File: config.mk
export PLATFORM = sky130hd
export DESIGN_NAME = awu_timer
export DESIGN_NICKNAME = d
export VERILOG_FILES = /design/src/rtl/awu_pkg.sv /design/src/rtl/awu_timer.sv
export SDC_FILE = /design/constraint.sdc
export NUM_CORES = 1
export LEC_CHECK = 0
export BUFFER_PORTS_ARGS = -buffer_cell sky130_fd_sc_hd__buf_2
export CORE_UTILIZATION = 26
export DETAILED_ROUTE_END_ITERATION = 12
export GPL_ROUTABILITY_DRIVEN = 0
export GPL_TIMING_DRIVEN = 0
export SLEW_MARGIN = 20
export SYNTH_ARGS = -nofsm -noshare
export SYNTH_HDL_FRONTEND = slang
export SYNTH_SLANG_ARGS = --single-unit
File: constraint.sdc
create_clock -name pclk -period 5 [get_ports pclk]
set_input_delay 0.5 -clock pclk [delete_from_list [all_inputs] [get_ports pclk]]
set_output_delay 0.5 -clock pclk [all_outputs]
set_load 0.01 [all_outputs]
File: src/rtl/awu_pkg.sv
// Overview of operation
// - halt with enable bit set enters timed wake halt on the rc clock
// - rc clock goes through fixed divide by 64, then the prescaler
// - sleep lasts 64 x prescaler rc periods plus rc start-up time
// - on expiry set flag, raise wake interrupt, start osc, wait 256 cycles
// - after stabilisation the cpu resumes with the wake interrupt vector
// - reading control/status clears the wake flag and its pending request
// - wake flag is bit 2, writes never change it, reads 1 after wake
// - measurement bit 1 in run enables rc osc and routes it to capture
// - enable bit 0 is read/write; when clear, halt has no timed wake
// - reset gives control/status 00h and prescaler FFh
// - prescaler value is the division factor, 01h to FFh; 00h illegal
// - a write of 00h to the prescaler is ignored
// - halt entry forces the interrupt mask clear; pending irq wakes at once
// - reset or any halt-exit interrupt also leaves timed wake halt
// - in timed wake halt the main osc is off and peripherals stop
// - watchdog reset on halt depends on the watchdog-in-halt option
package awu_pkg;

    // ----------------------------------------------------------------
    // register map
    // ----------------------------------------------------------------
    localparam int          ADDR_W    = 12;
    localparam logic [7:0]  CSR_IDX   = 8'h48;
    localparam logic [7:0]  PR_IDX    = 8'h49;
    localparam logic [7:0]  IST_IDX   = 8'h4A;
    localparam logic [7:0]  IMSK_IDX  = 8'h4B;
    localparam logic [11:0] CSR_ADDR  = {2'h0, CSR_IDX, 2'h0};
    localparam logic [11:0] PR_ADDR   = {2'h0, PR_IDX, 2'h0};
    localparam logic [11:0] IST_ADDR  = {2'h0, IST_IDX, 2'h0};
    localparam logic [11:0] IMSK_ADDR = {2'h0, IMSK_IDX, 2'h0};

    // ----------------------------------------------------------------
    // fields and reset values
    // ----------------------------------------------------------------
    localparam int         EN_BIT     = 0;
    localparam int         MEAS_BIT   = 1;
    localparam int         FLAG_BIT   = 2;
    localparam int         EV_WAKE    = 0;
    localparam int         EV_RESUME  = 1;
    localparam logic [7:0] CSR_RST    = 8'h00;
    localparam logic [7:0] PR_RST     = 8'hFF;
    localparam logic [7:0] PR_ILLEGAL = 8'h00;
    localparam logic [1:0] IRQ_RST    = 2'h0;

    // ----------------------------------------------------------------
    // timing
    // ----------------------------------------------------------------
    localparam int         FIX_DIV     = 64;
    localparam logic [5:0] DIV_MAX     = 6'(FIX_DIV - 1);
    localparam int         CNT_W       = 10;
    localparam int         STAB_CYC    = 256;
    localparam int         CLK_NS      = 25;
    localparam int         RC_STRT_NS  = 1000;
    localparam int         RC_STRT_CYC = (RC_STRT_NS + CLK_NS - 1) / CLK_NS;
    localparam logic [9:0] STAB_LAST   = 10'(STAB_CYC - 1);
    localparam logic [9:0] STRT_LAST   = 10'(RC_STRT_CYC - 1);

    // ----------------------------------------------------------------
    // types
    // ----------------------------------------------------------------
    typedef enum logic [4:0] {
        ST_RUN    = 5'b00001,
        ST_HALT   = 5'b00010,
        ST_RCSTRT = 5'b00100,
        ST_SLEEP  = 5'b01000,
        ST_STAB   = 5'b10000
    } state_t;

    typedef struct packed {
        logic main_osc_on;
        logic rc_osc_en;
        logic periph_stop;
        logic mask_clr;
    } pwr_t;

endpackage

File: src/rtl/awu_timer.sv
// Implementation choice: register access over APB.
`timescale 1ns/100ps
`default_nettype none
module awu_timer (
    // clock and reset
    input  wire logic                 pclk,
    input  wire logic                 presetn,
    // apb slave
    input  wire logic [11:0]          paddr,
    input  wire logic                 psel,
    input  wire logic                 penable,
    input  wire logic                 pwrite,
    input  wire logic [31:0]          pwdata,
    input  wire logic [3:0]           pstrb,
    output logic      [31:0]          prdata,
    output logic                      pready,
    output logic                      pslverr,
    // cpu side
    input  wire logic                 halt_req,
    input  wire logic                 exit_irq,
    input  wire logic                 wdg_active,
    input  wire logic                 watchdog_in_halt_option,
    // rc oscillator pin
    input  wire logic                 rc_clk_pin,
    // power and wake outputs
    output awu_pkg::pwr_t             pwr,
    output logic                      capture_rc,
    output logic                      wake_irq_req,
    output logic                      resume_pulse,
    output logic                      resume_awu,
    output logic                      wdg_reset_req,
    output logic                      irq
);
    import awu_pkg::*;

    // ----------------------------------------------------------------
    // declarations
    // ----------------------------------------------------------------
    logic [1:0]  rc_sync_ff;
    logic        rc_q_ff;
    logic        rc_tick;
    logic [31:0] prdata_ff;
    logic        pready_ff;
    logic        pslverr_ff;
    logic        setup;
    logic        done;
    logic        wr_ok;
    logic        rd_csr;
    logic        hit;
    logic        en_ff;
    logic        meas_ff;
    logic        flag_ff;
    logic [7:0]  pr_ff;
    logic [1:0]  ist_ff;
    logic [1:0]  imsk_ff;
    logic        irq_ff;
    state_t      state_ff;
    state_t      nxt_state;
    logic [9:0]  cnt_ff;
    logic [5:0]  div_ff;
    logic [7:0]  ps_ff;
    logic        expire;
    logic        wdg_hit;
    logic        enter;
    logic        woke_awu_ff;
    pwr_t        pwr_ff;
    logic        capture_ff;
    logic        resume_ff;
    logic        resume_awu_ff;
    logic        wdg_rst_ff;
    logic        halted;

    // ----------------------------------------------------------------
    // rc pin synchroniser
    // ----------------------------------------------------------------
    always_ff @(posedge pclk or negedge presetn) begin
        if (!presetn) begin
            rc_sync_ff <= 2'h0;
            rc_q_ff    <= 1'b0;
        end else begin
            rc_sync_ff <= {rc_sync_ff[0], rc_clk_pin};
            rc_q_ff    <= rc_sync_ff[1];
        end
    end

    assign rc_tick = rc_sync_ff[1] & ~rc_q_ff;

    // ----------------------------------------------------------------
    // apb decode
    // ----------------------------------------------------------------
    assign setup  = psel & ~penable;
    assign done   = psel & penable & pready_ff;
    assign wr_ok  = done & pwrite & ~pslverr_ff;
    assign rd_csr = done & ~pwrite & (paddr == CSR_ADDR);
    assign hit    = (paddr == CSR_ADDR) | (paddr == PR_ADDR) |
                    (paddr == IST_ADDR) | (paddr == IMSK_ADDR);

    always_ff @(posedge pclk or negedge presetn) begin
        if (!presetn) begin
            pready_ff  <= 1'b0;
            pslverr_ff <= 1'b0;
            prdata_ff  <= 32'h0;
        end else begin
            pready_ff  <= setup;
            pslverr_ff <= setup & ~hit;
            if (setup) begin
                prdata_ff <= 32'h0;
                case (paddr)
                    CSR_ADDR: begin
                        prdata_ff[EN_BIT]   <= en_ff;
                        prdata_ff[MEAS_BIT] <= meas_ff;
                        prdata_ff[FLAG_BIT] <= flag_ff;
                    end
                    PR_ADDR:   prdata_ff[7:0] <= pr_ff;
                    IST_ADDR:  prdata_ff[1:0] <= ist_ff;
                    IMSK_ADDR: prdata_ff[1:0] <= imsk_ff;
                    default:   prdata_ff <= 32'h0;
                endcase
            end
        end
    end

    // ----------------------------------------------------------------
    // software registers
    // ----------------------------------------------------------------
    always_ff @(posedge pclk or negedge presetn) begin
        if (!presetn) begin
            en_ff   <= CSR_RST[EN_BIT];
            meas_ff <= CSR_RST[MEAS_BIT];
        end else if (wr_ok & pstrb[0] & (paddr == CSR_ADDR)) begin
            en_ff   <= pwdata[EN_BIT];
            meas_ff <= pwdata[MEAS_BIT];
        end
    end

    always_ff @(posedge pclk or negedge presetn) begin
        if (!presetn) begin
            pr_ff <= PR_RST;
        end else if (wr_ok & pstrb[0] & (paddr == PR_ADDR) &
                     (pwdata[7:0] != PR_ILLEGAL)) begin
            pr_ff <= pwdata[7:0];
        end
    end

    // set wins over the read clear
    always_ff @(posedge pclk or negedge presetn) begin
        if (!presetn) begin
            flag_ff <= CSR_RST[FLAG_BIT];
        end else begin
            flag_ff <= expire |
                       (flag_ff & ~(rd_csr & prdata_ff[FLAG_BIT]));
        end
    end

    always_ff @(posedge pclk or negedge presetn) begin
        if (!presetn) begin
            ist_ff  <= IRQ_RST;
            imsk_ff <= IRQ_RST;
            irq_ff  <= 1'b0;
        end else begin
            ist_ff[EV_WAKE]   <= expire | (ist_ff[EV_WAKE] &
                ~(wr_ok & pstrb[0] & (paddr == IST_ADDR) &
                  pwdata[EV_WAKE]));
            ist_ff[EV_RESUME] <= resume_ff | (ist_ff[EV_RESUME] &
                ~(wr_ok & pstrb[0] & (paddr == IST_ADDR) &
                  pwdata[EV_RESUME]));
            if (wr_ok & pstrb[0] & (paddr == IMSK_ADDR)) begin
                imsk_ff <= pwdata[1:0];
            end
            irq_ff <= |(ist_ff & imsk_ff);
        end
    end

    // ----------------------------------------------------------------
    // halt control
    // ----------------------------------------------------------------
    assign wdg_hit = wdg_active & ~watchdog_in_halt_option;
    assign enter   = (state_ff == ST_RUN) & halt_req & ~wdg_hit;
    assign halted  = (nxt_state == ST_HALT) | (nxt_state == ST_RCSTRT) |
                     (nxt_state == ST_SLEEP);

    always_comb begin
        nxt_state = state_ff;
        case (state_ff)
            ST_RUN: begin
                if (enter & exit_irq) begin
                    nxt_state = ST_STAB;
                end else if (enter & en_ff) begin
                    nxt_state = ST_RCSTRT;
                end else if (enter) begin
                    nxt_state = ST_HALT;
                end
            end
            ST_HALT: begin
                if (exit_irq) begin
                    nxt_state = ST_STAB;
                end
            end
            ST_RCSTRT: begin
                if (exit_irq) begin
                    nxt_state = ST_STAB;
                end else if (cnt_ff == STRT_LAST) begin
                    nxt_state = ST_SLEEP;
                end
            end
            ST_SLEEP: begin
                if (exit_irq | expire) begin
                    nxt_state = ST_STAB;
                end
            end
            ST_STAB: begin
                if (cnt_ff == STAB_LAST) begin
                    nxt_state = ST_RUN;
                end
            end
            default: nxt_state = ST_RUN;
        endcase
    end

    always_ff @(posedge pclk or negedge presetn) begin
        if (!presetn) begin
            state_ff <= ST_RUN;
            cnt_ff   <= 10'h0;
        end else begin
            state_ff <= nxt_state;
            if (nxt_state != state_ff) begin
                cnt_ff <= 10'h0;
            end else begin
                cnt_ff <= 10'(cnt_ff + 10'h1);
            end
        end
    end

    // ----------------------------------------------------------------
    // wake divider chain
    // ----------------------------------------------------------------
    assign expire = (state_ff == ST_SLEEP) & rc_tick &
                    (div_ff == DIV_MAX) &
                    (ps_ff == 8'(pr_ff - 8'h01));

    always_ff @(posedge pclk or negedge presetn) begin
        if (!presetn) begin
            div_ff <= 6'h0;
            ps_ff  <= 8'h0;
        end else if (nxt_state != ST_SLEEP) begin
            div_ff <= 6'h0;
            ps_ff  <= 8'h0;
        end else if (rc_tick) begin
            div_ff <= 6'(div_ff + 6'h1);
            if (div_ff == DIV_MAX) begin
                ps_ff <= 8'(ps_ff + 8'h01);
            end
        end
    end

    // ----------------------------------------------------------------
    // power and wake outputs
    // ----------------------------------------------------------------
    always_ff @(posedge pclk or negedge presetn) begin
        if (!presetn) begin
            pwr_ff        <= '{1'b1, 1'b0, 1'b0, 1'b0};
            capture_ff    <= 1'b0;
            resume_ff     <= 1'b0;
            resume_awu_ff <= 1'b0;
            woke_awu_ff   <= 1'b0;
            wdg_rst_ff    <= 1'b0;
        end else begin
            pwr_ff.main_osc_on <= ~halted;
            pwr_ff.periph_stop <= halted;
            pwr_ff.rc_osc_en   <= (nxt_state == ST_RCSTRT) |
                (nxt_state == ST_SLEEP) |
                ((nxt_state == ST_RUN) & meas_ff);
            pwr_ff.mask_clr    <= enter;
            capture_ff <= (state_ff == ST_RUN) & meas_ff &
                          rc_sync_ff[1];
            resume_ff  <= (state_ff == ST_STAB) &
                          (nxt_state == ST_RUN);
            if (resume_ff) begin
                resume_awu_ff <= 1'b0;
            end else if ((state_ff == ST_STAB) &
                         (nxt_state == ST_RUN)) begin
                resume_awu_ff <= woke_awu_ff;
            end
            if (enter) begin
                woke_awu_ff <= 1'b0;
            end else if (expire) begin
                woke_awu_ff <= 1'b1;
            end
            wdg_rst_ff <= (state_ff == ST_RUN) & halt_req & wdg_hit;
        end
    end

    assign prdata        = prdata_ff;
    assign pready        = pready_ff;
    assign pslverr       = pslverr_ff;
    assign pwr           = pwr_ff;
    assign capture_rc    = capture_ff;
    assign wake_irq_req  = flag_ff;
    assign resume_pulse  = resume_ff;
    assign resume_awu    = resume_awu_ff;
    assign wdg_reset_req = wdg_rst_ff;
    assign irq           = irq_ff;
endmodule // awu_timer
`default_nettype wire

==> reports/results.ini, run 1 <==
[power_and_ir_drop]
comb_power_share_pct=17.7
p_int_uw=1080
peakVddDrop_mv=0.154
p_sw_share_pct=26.7
power.density_nw_per_um2=323
p_sw_uw=392
clock_power_share_pct=42.1
seqPwrFrac_pct=40.3
p_leak_uw=0.00220

[setup_path]
r2r_slack_ps=2500
path_cells=inv_1 -> ha_1 -> xnor2_1 -> o211ai_1 -> a211o_1 -> a2111o_1 -> buf_6 -> a21oi_4 -> buf_6 -> nor2_1
path_common_cell=buf_6
cp.arrival_ps=2700
startpoint_type=flop
end_kind=flop
r2r-start=pr_ff[0]$_DFFE_PN1P_
critPathSlowestCell=dfstp_2
r2r_cells=10
cp_num_buf_inv=3
regToRegEndpoint=div_ff[2]$_DFFE_PN0P_
criticalPathCategory=reg2reg
critPathRequiredTime_ps=5200
critical_path.top_delay_family=compound AO/OA/AOI/OAI gates
max_stage_delay_ps=600
crit_fanout=10

[cts]
h-tree-depth=3
path_clk_slew_ps=60
cts.path.max_buffers=2
clk-insertion-delay-late_ps=320
cts-root-buf=clkbuf_16
post_cts_buffers=0
cts_resized=0
cts_sinks=67
cts_hold_buf=0
cts_tree=built
cts_made_buffers=9

[layout]
instances_no_fill=631
drive_gt1_share_pct=28.8
fin_nets=508
fillers=1425
area.growth.synth_to_final_pct=23.7
fin_area_sq_um=4550
final_core_util_pct=32.9
multiInputGateArea_sq_um=1770
antenna_cells=0
layout_commonest_cell=dfrtp_1
seqCellArea_sq_um=1690
mostFrequentLayoutCells=dfrtp_1, buf_2, nor2_1

[drt]
vias=2811
wirelength_um=7930
drc_errors=2
drt_iter0_drc=166
viasPerCell=4.45
antenna_left=0
wl_per_cell_um=12.6
dr.pass1.iters=8

[floorplan]
die_w_um=121
row_count=43
core_sq_um=13800
fp.dieH_um=121
start_util_pct=26.6
top_level_ports=102
die-area_sq_um=14600

[synth]
ys.flop_type=dfrtp_1
yosys_warnings=0
mappedNetlistArea_sq_um=3680
synth_edf_count=0
synth-async-reset-ratio_pct=100
avgSynthCellArea_sq_um=10.1
synth-seq-cells=67
synth_seq_area_share_pct=45.9
syn_inst=363
synth.distinct_cells=60

[placed_design]
placed_cells=615
port_buffers=48
place.detailed.hpwl_um=5760
dpl_cell_area_sq_um=4260

[timing]
final_max_slew_viol_count=0
fin_worst_skew_ps=5.84
fin_crit_sh_pct=49.9
tightest_slew_ps=910
rsz0062_at_grt=false
setup_viol=0
fmax_mhz=400
min_period_ps=2500
setup_tns_ps=0
max_slew_margin_pct=39.3
finalHoldViolCount=0

[run_status]
status=finished with violations
violations=DRC

[grt]
grt_use_total_pct=11.7
grt_max_degree=59
grt_pass1_wl_um=13500
grt_remaining_overflow=0
antenna_found_initial=0
grt_pass1_vias=2807

[flow_run]
cap_violations=0

[worst_hold_path]
hold_path.class=in2async

-- metal layers --
| layer | up-vias | GRT usage, % | wire (um) |
|---|---|---|---|
| met5 | - | 0 | 0 |
| met4 | 0 | 5.09 | 116 |
| met3 | 10 | 2.77 | 325 |
| met2 | 67 | 19.1 | 3880 |
| met1 | 1343 | 14.6 | 3610 |
| li1 | 1391 | - | - |
-- logic make-up after synthesis --
| family | count (synthesis) | share of synthesized area (%) |
|---|---|---|
| and+or+nand+nor | 148 | 22.2 |
| DFF | 67 | 45.9 |
| buffers and inverters | 51 | 8.23 |
| AOI/OAI and AO/OA | 45 | 8.54 |
| xor gates and xnor gates | 30 | 7.14 |
| muxes | 17 | 6.53 |
| adders and majority gates | 4 | 1.36 |
| other | 1 | 0.102 |
-- worst max path at each step --
stage	from	end	slack, ps	depth (start not counted)
5_1_grt	rc_sync_ff[1]$_DFF_PN0_	div_ff[3]$_DFFE_PN0P_	2340	10
2_1_floorplan	paddr[11]	pr_ff[0]$_DFFE_PN1P_	2670	6
6_report	pr_ff[0]$_DFFE_PN1P_	div_ff[2]$_DFFE_PN0P_	2500	10
3_3_place_gp	paddr[11]	pr_ff[4]$_DFFE_PN1P_	2420	7
3_5_place_dp	paddr[11]	pr_ff[5]$_DFFE_PN1P_	2400	7
4_1_cts	pr_ff[0]$_DFFE_PN1P_	div_ff[0]$_DFFE_PN0P_	2490	10
-- synth_stat cells (3+ instances only) --
| master | n | share of area [%] |
|---|---|---|
| mux2_2 | 4 | 1.2 |
| dfrtp_1 | 57 | 39 |
| xor2_1 | 20 | 4.8 |
| inv_1 | 10 | 1.0 |
| xnor2_1 | 10 | 2.4 |
| nand2b_1 | 7 | 1.2 |
| nand3_1 | 20 | 2.7 |
| a211o_1 | 3 | 0.71 |
| ha_1 | 4 | 1.4 |
| mux2i_1 | 3 | 0.82 |
| and4_1 | 4 | 0.95 |
| a22o_1 | 6 | 1.4 |
| nand4_1 | 8 | 1.4 |
| dfstp_2 | 10 | 7.1 |
| a21oi_1 | 17 | 2.3 |
| buf_4 | 25 | 5.1 |
| nor3_1 | 11 | 1.5 |
| nand2_1 | 26 | 2.7 |
| or3_1 | 4 | 0.68 |
| nor4_1 | 7 | 1.2 |
| and3_1 | 5 | 0.85 |
| mux2_4 | 8 | 3.3 |
| or2_2 | 7 | 1.2 |
| nor2_1 | 29 | 3.0 |
| clkbuf_1 | 11 | 1.1 |
-- state kept, by name, indices dropped and copies added (netlist names), 2 cells and up --
register	cells
ps_ff	8
pwr	4
state_ff	5
div_ff	6
prdata	8
imsk_ff	2
pr_ff	8
ist_ff	2
cnt_ff	10
rc_sync_ff	2
-- metrics by stage --
step / setup slack, ps / hold WS (ps) / total power (uW)
3_3_place_gp: 2420 / 337 / 850
6_report: 2500 / 7.90 / 1470
5_1_grt: 2340 / 3.38 / 1540
4_1_cts: 2490 / 2.87 / 1480
3_5_place_dp: 2400 / 339 / 857
2_1_floorplan: 2670 / 204 / 776
-- power groups by stage --
stage | clock (uW) | combinational (uW) | sequential [uW]
after global routing | 659 | 288 | 595
final | 618 | 259 | 591
after floorplan | 0 | 172 | 604
after CTS | 632 | 258 | 592
after detailed placement | 0 | 256 | 601
after global placement | 0 | 250 | 600
-- layout make-up --
class	instances	share of cell area, %
buffer	40	5.75
clock buffer	13	5.50
clock inverter	3	0.880
inverter	11	0.907
multi-input combinational	268	39.0
sequential	67	37.1
tap	180	4.95
timing repair buffer	49	5.94
Note: power is estimated with default switching activity, not from simulation.
==> inputs of run 2 (changes only) <==
clock period = 2.5 ns   (was 5 ns; I/O delays follow)
==> reports/results.ini, run 2 (synthesized netlist as in run 1, its figures left out) <==
[run_status]
status=finished with violations  ; unchanged
violations=DRC  ; unchanged

[grt]
gr-usage-met2_pct=19.1  ; unchanged
grt_remaining_overflow=0  ; unchanged
globalRouteMet3Util_pct=2.77  ; unchanged
grt_max_degree=59  ; unchanged
antenna_found_initial=0  ; unchanged
top_usage_layer=met2  ; unchanged
grt_pass1_vias=2816  ; was 2807
grt_use_total_pct=11.7  ; about the same
grt_pass1_wl_um=13500  ; about the same
use_met1_pct=14.6  ; about the same

[timing]
rsz0062_at_grt=false  ; unchanged
fin_crit_sh_pct=95.2  ; was 49.9%
fmax_mhz=420  ; was 400 MHz
finalHoldViolCount=0  ; unchanged
tightest_slew_ps=624  ; was 910 ps
final_max_slew_viol_count=0  ; unchanged
max_slew_margin_pct=57.8  ; was 39.3%
setup_viol=0  ; unchanged
setup_tns_ps=0  ; unchanged
min_period_ps=2380  ; was 2500 ps
setup_slack_ps=119  ; was 2500 ps
fin_worst_skew_ps=6.27  ; was 5.84 ps

[drt]
antenna_left=0  ; unchanged
wl_per_cell_um=12.6  ; about the same
vias=2830  ; was 2811
viasPerCell=4.45  ; about the same
wirelength_um=8010  ; was 7930 um
dr.pass1.iters=8  ; unchanged
drc_errors=2  ; unchanged
drt_iter0_drc=154  ; was 166

[floorplan]
die-area_sq_um=14600  ; unchanged
core_sq_um=13800  ; unchanged
row_count=43  ; unchanged
die_w_um=121  ; unchanged
start_util_pct=26.6  ; unchanged
top_level_ports=102  ; unchanged
fp.dieH_um=121  ; unchanged

[power_and_ir_drop]
comb_power_share_pct=18.0  ; was 17.7%
p_sw_uw=791  ; was 392 uW
p_leak_uw=0.00224  ; was 0.00220 uW
peakVddDrop_mv=0.310  ; was 0.154 mV
p_sw_share_pct=26.8  ; was 26.7%
power.density_nw_per_um2=639  ; was 323 nW/um^2
seqPwrFrac_pct=40.1  ; was 40.3%
p_int_uw=2160  ; was 1080 uW
clock_power_share_pct=41.9  ; was 42.1%

[worst_hold_path]
min-delay-start=rc_clk_pin
whs_path_depth=1
hold_end=rc_sync_ff[0]$_DFF_PN0_
hold_path.class=in2reg  ; was in2async

[setup_path]
startpoint_type=flop  ; unchanged
r2r_slack_ps=120  ; was 2500 ps
r2r_cells=7  ; was 10
criticalPathCategory=reg2reg  ; unchanged
critPathRequiredTime_ps=2700  ; was 5200 ps
cp.arrival_ps=2580  ; was 2700 ps
regToRegEndpoint=cnt_ff[4]$_DFF_PN0_  ; was div_ff[2]$_DFFE_PN0P_
r2r-start=cnt_ff[8]$_DFF_PN0_  ; was pr_ff[0]$_DFFE_PN1P_
crit_fanout=10  ; unchanged
end_kind=flop  ; unchanged

[layout]
regMostFlops=cnt_ff  ; unchanged
layout_commonest_cell=dfrtp_1  ; unchanged
fillers=1425  ; unchanged
drive_gt1_share_pct=30.3  ; was 28.8%
area.growth.synth_to_final_pct=25.3  ; was 23.7%
multiInputGateArea_sq_um=1790  ; was 1770 sq um
fin_nets=513  ; was 508
mostFrequentLayoutCells=dfrtp_1, buf_2, buf_4  ; was dfrtp_1, buf_2, nor2_1
seqCellArea_sq_um=1690  ; unchanged
largest_register_ff_count=10  ; unchanged
antenna_cells=0  ; unchanged

[placed_design]
place.detailed.hpwl_um=5760  ; unchanged
port_buffers=48  ; unchanged
pre_cts_ws_ps=12.8  ; was 2400 ps

[cts]
h-tree-depth=3  ; unchanged
cts-root-buf=clkbuf_16  ; unchanged
cts_tree=built  ; unchanged
cts_made_buffers=9  ; unchanged
clk-insertion-delay-late_ps=320  ; about the same
cts_sinks=67  ; unchanged
cts.path.max_buffers=2  ; unchanged
path_clk_slew_ps=50  ; was 60 ps

[flow_run]
cap_violations=0  ; unchanged

[run 2: power by group through the flow]
stage               sequential (uW)  clock (uW)  combinational (uW)
CTS                            1180        1260                 518
global route                   1190        1320                 587
detailed placement             1200           0                 512
floorplan                      1210           0                 345
global placement               1200           0                 500
finish                         1180        1240                 529
[run 2: timing repair]
| item | 4_1_cts | 5_1_grt |
|---|---|---|
| setup buffers | 1 | 3 |
| resized for setup | 0 | 6 |
| pin swaps | 1 | 0 |
| hold buffers | 1 | 0 |
| cloned | 0 | 0 |
| endpoints found under the hold margin | 9 | 0 |
| setup endpoints to repair | 5 | 27 |
[run 2: worst max path at each step]
stage                         startpoint  slack, ps                    end
global placement    pr_ff[0]$_DFFE_PN1P_         40   ps_ff[7]$_DFFE_PN0P_
global route        pr_ff[1]$_DFFE_PN1P_          5  div_ff[3]$_DFFE_PN0P_
floorplan           pr_ff[0]$_DFFE_PN1P_        250       pwr[2]$_DFF_PN0_
finish               cnt_ff[8]$_DFF_PN0_        120    cnt_ff[4]$_DFF_PN0_
detailed placement  pr_ff[0]$_DFFE_PN1P_         10  div_ff[4]$_DFFE_PN0P_
CTS                 pr_ff[0]$_DFFE_PN1P_         40    cnt_ff[4]$_DFF_PN0_
[run 2: area by class of cell]
type | count | area share [%]
inverter | 11 | 0.896
buffer | 40 | 5.75
multi-input combinational | 268 | 38.8
sequential | 67 | 36.6
clock inverter | 3 | 0.868
timing repair buffer | 54 | 6.73
clock buffer | 13 | 5.43
tap | 180 | 4.88
[run 2: worst max-delay path: stages, from the launching register on]
cell and delay, ps:
dfrtp_1 420, or2_2 300, or4_1 570, or2_2 350, a21oi_1 160, nand4bb_1 140
buf_2 230, a21oi_1 90
[run 2: per-stage QoR]
step           area, sq um  hold WS (ps)  instances  power [uW]  util (%)
5_1_grt               4610          37.7        636        3090      33.3
4_1_cts               4570          45.1        633        2960      33.0
3_5_place_dp          4260          99.8        615        1710      30.8
6_report              4610          47.2        636        2950      33.3
2_1_floorplan         3760         -45.6        386        1550         -
3_3_place_gp          4230           337        614        1700      30.6
[run 2: per-layer routing]
layer | wire (um) | vias to the layer above
met4 | 99 | 0
met2 | 3900 | 59
met1 | 3730 | 1358
li1 | - | 1405
met5 | 0 | -
met3 | 281 | 8
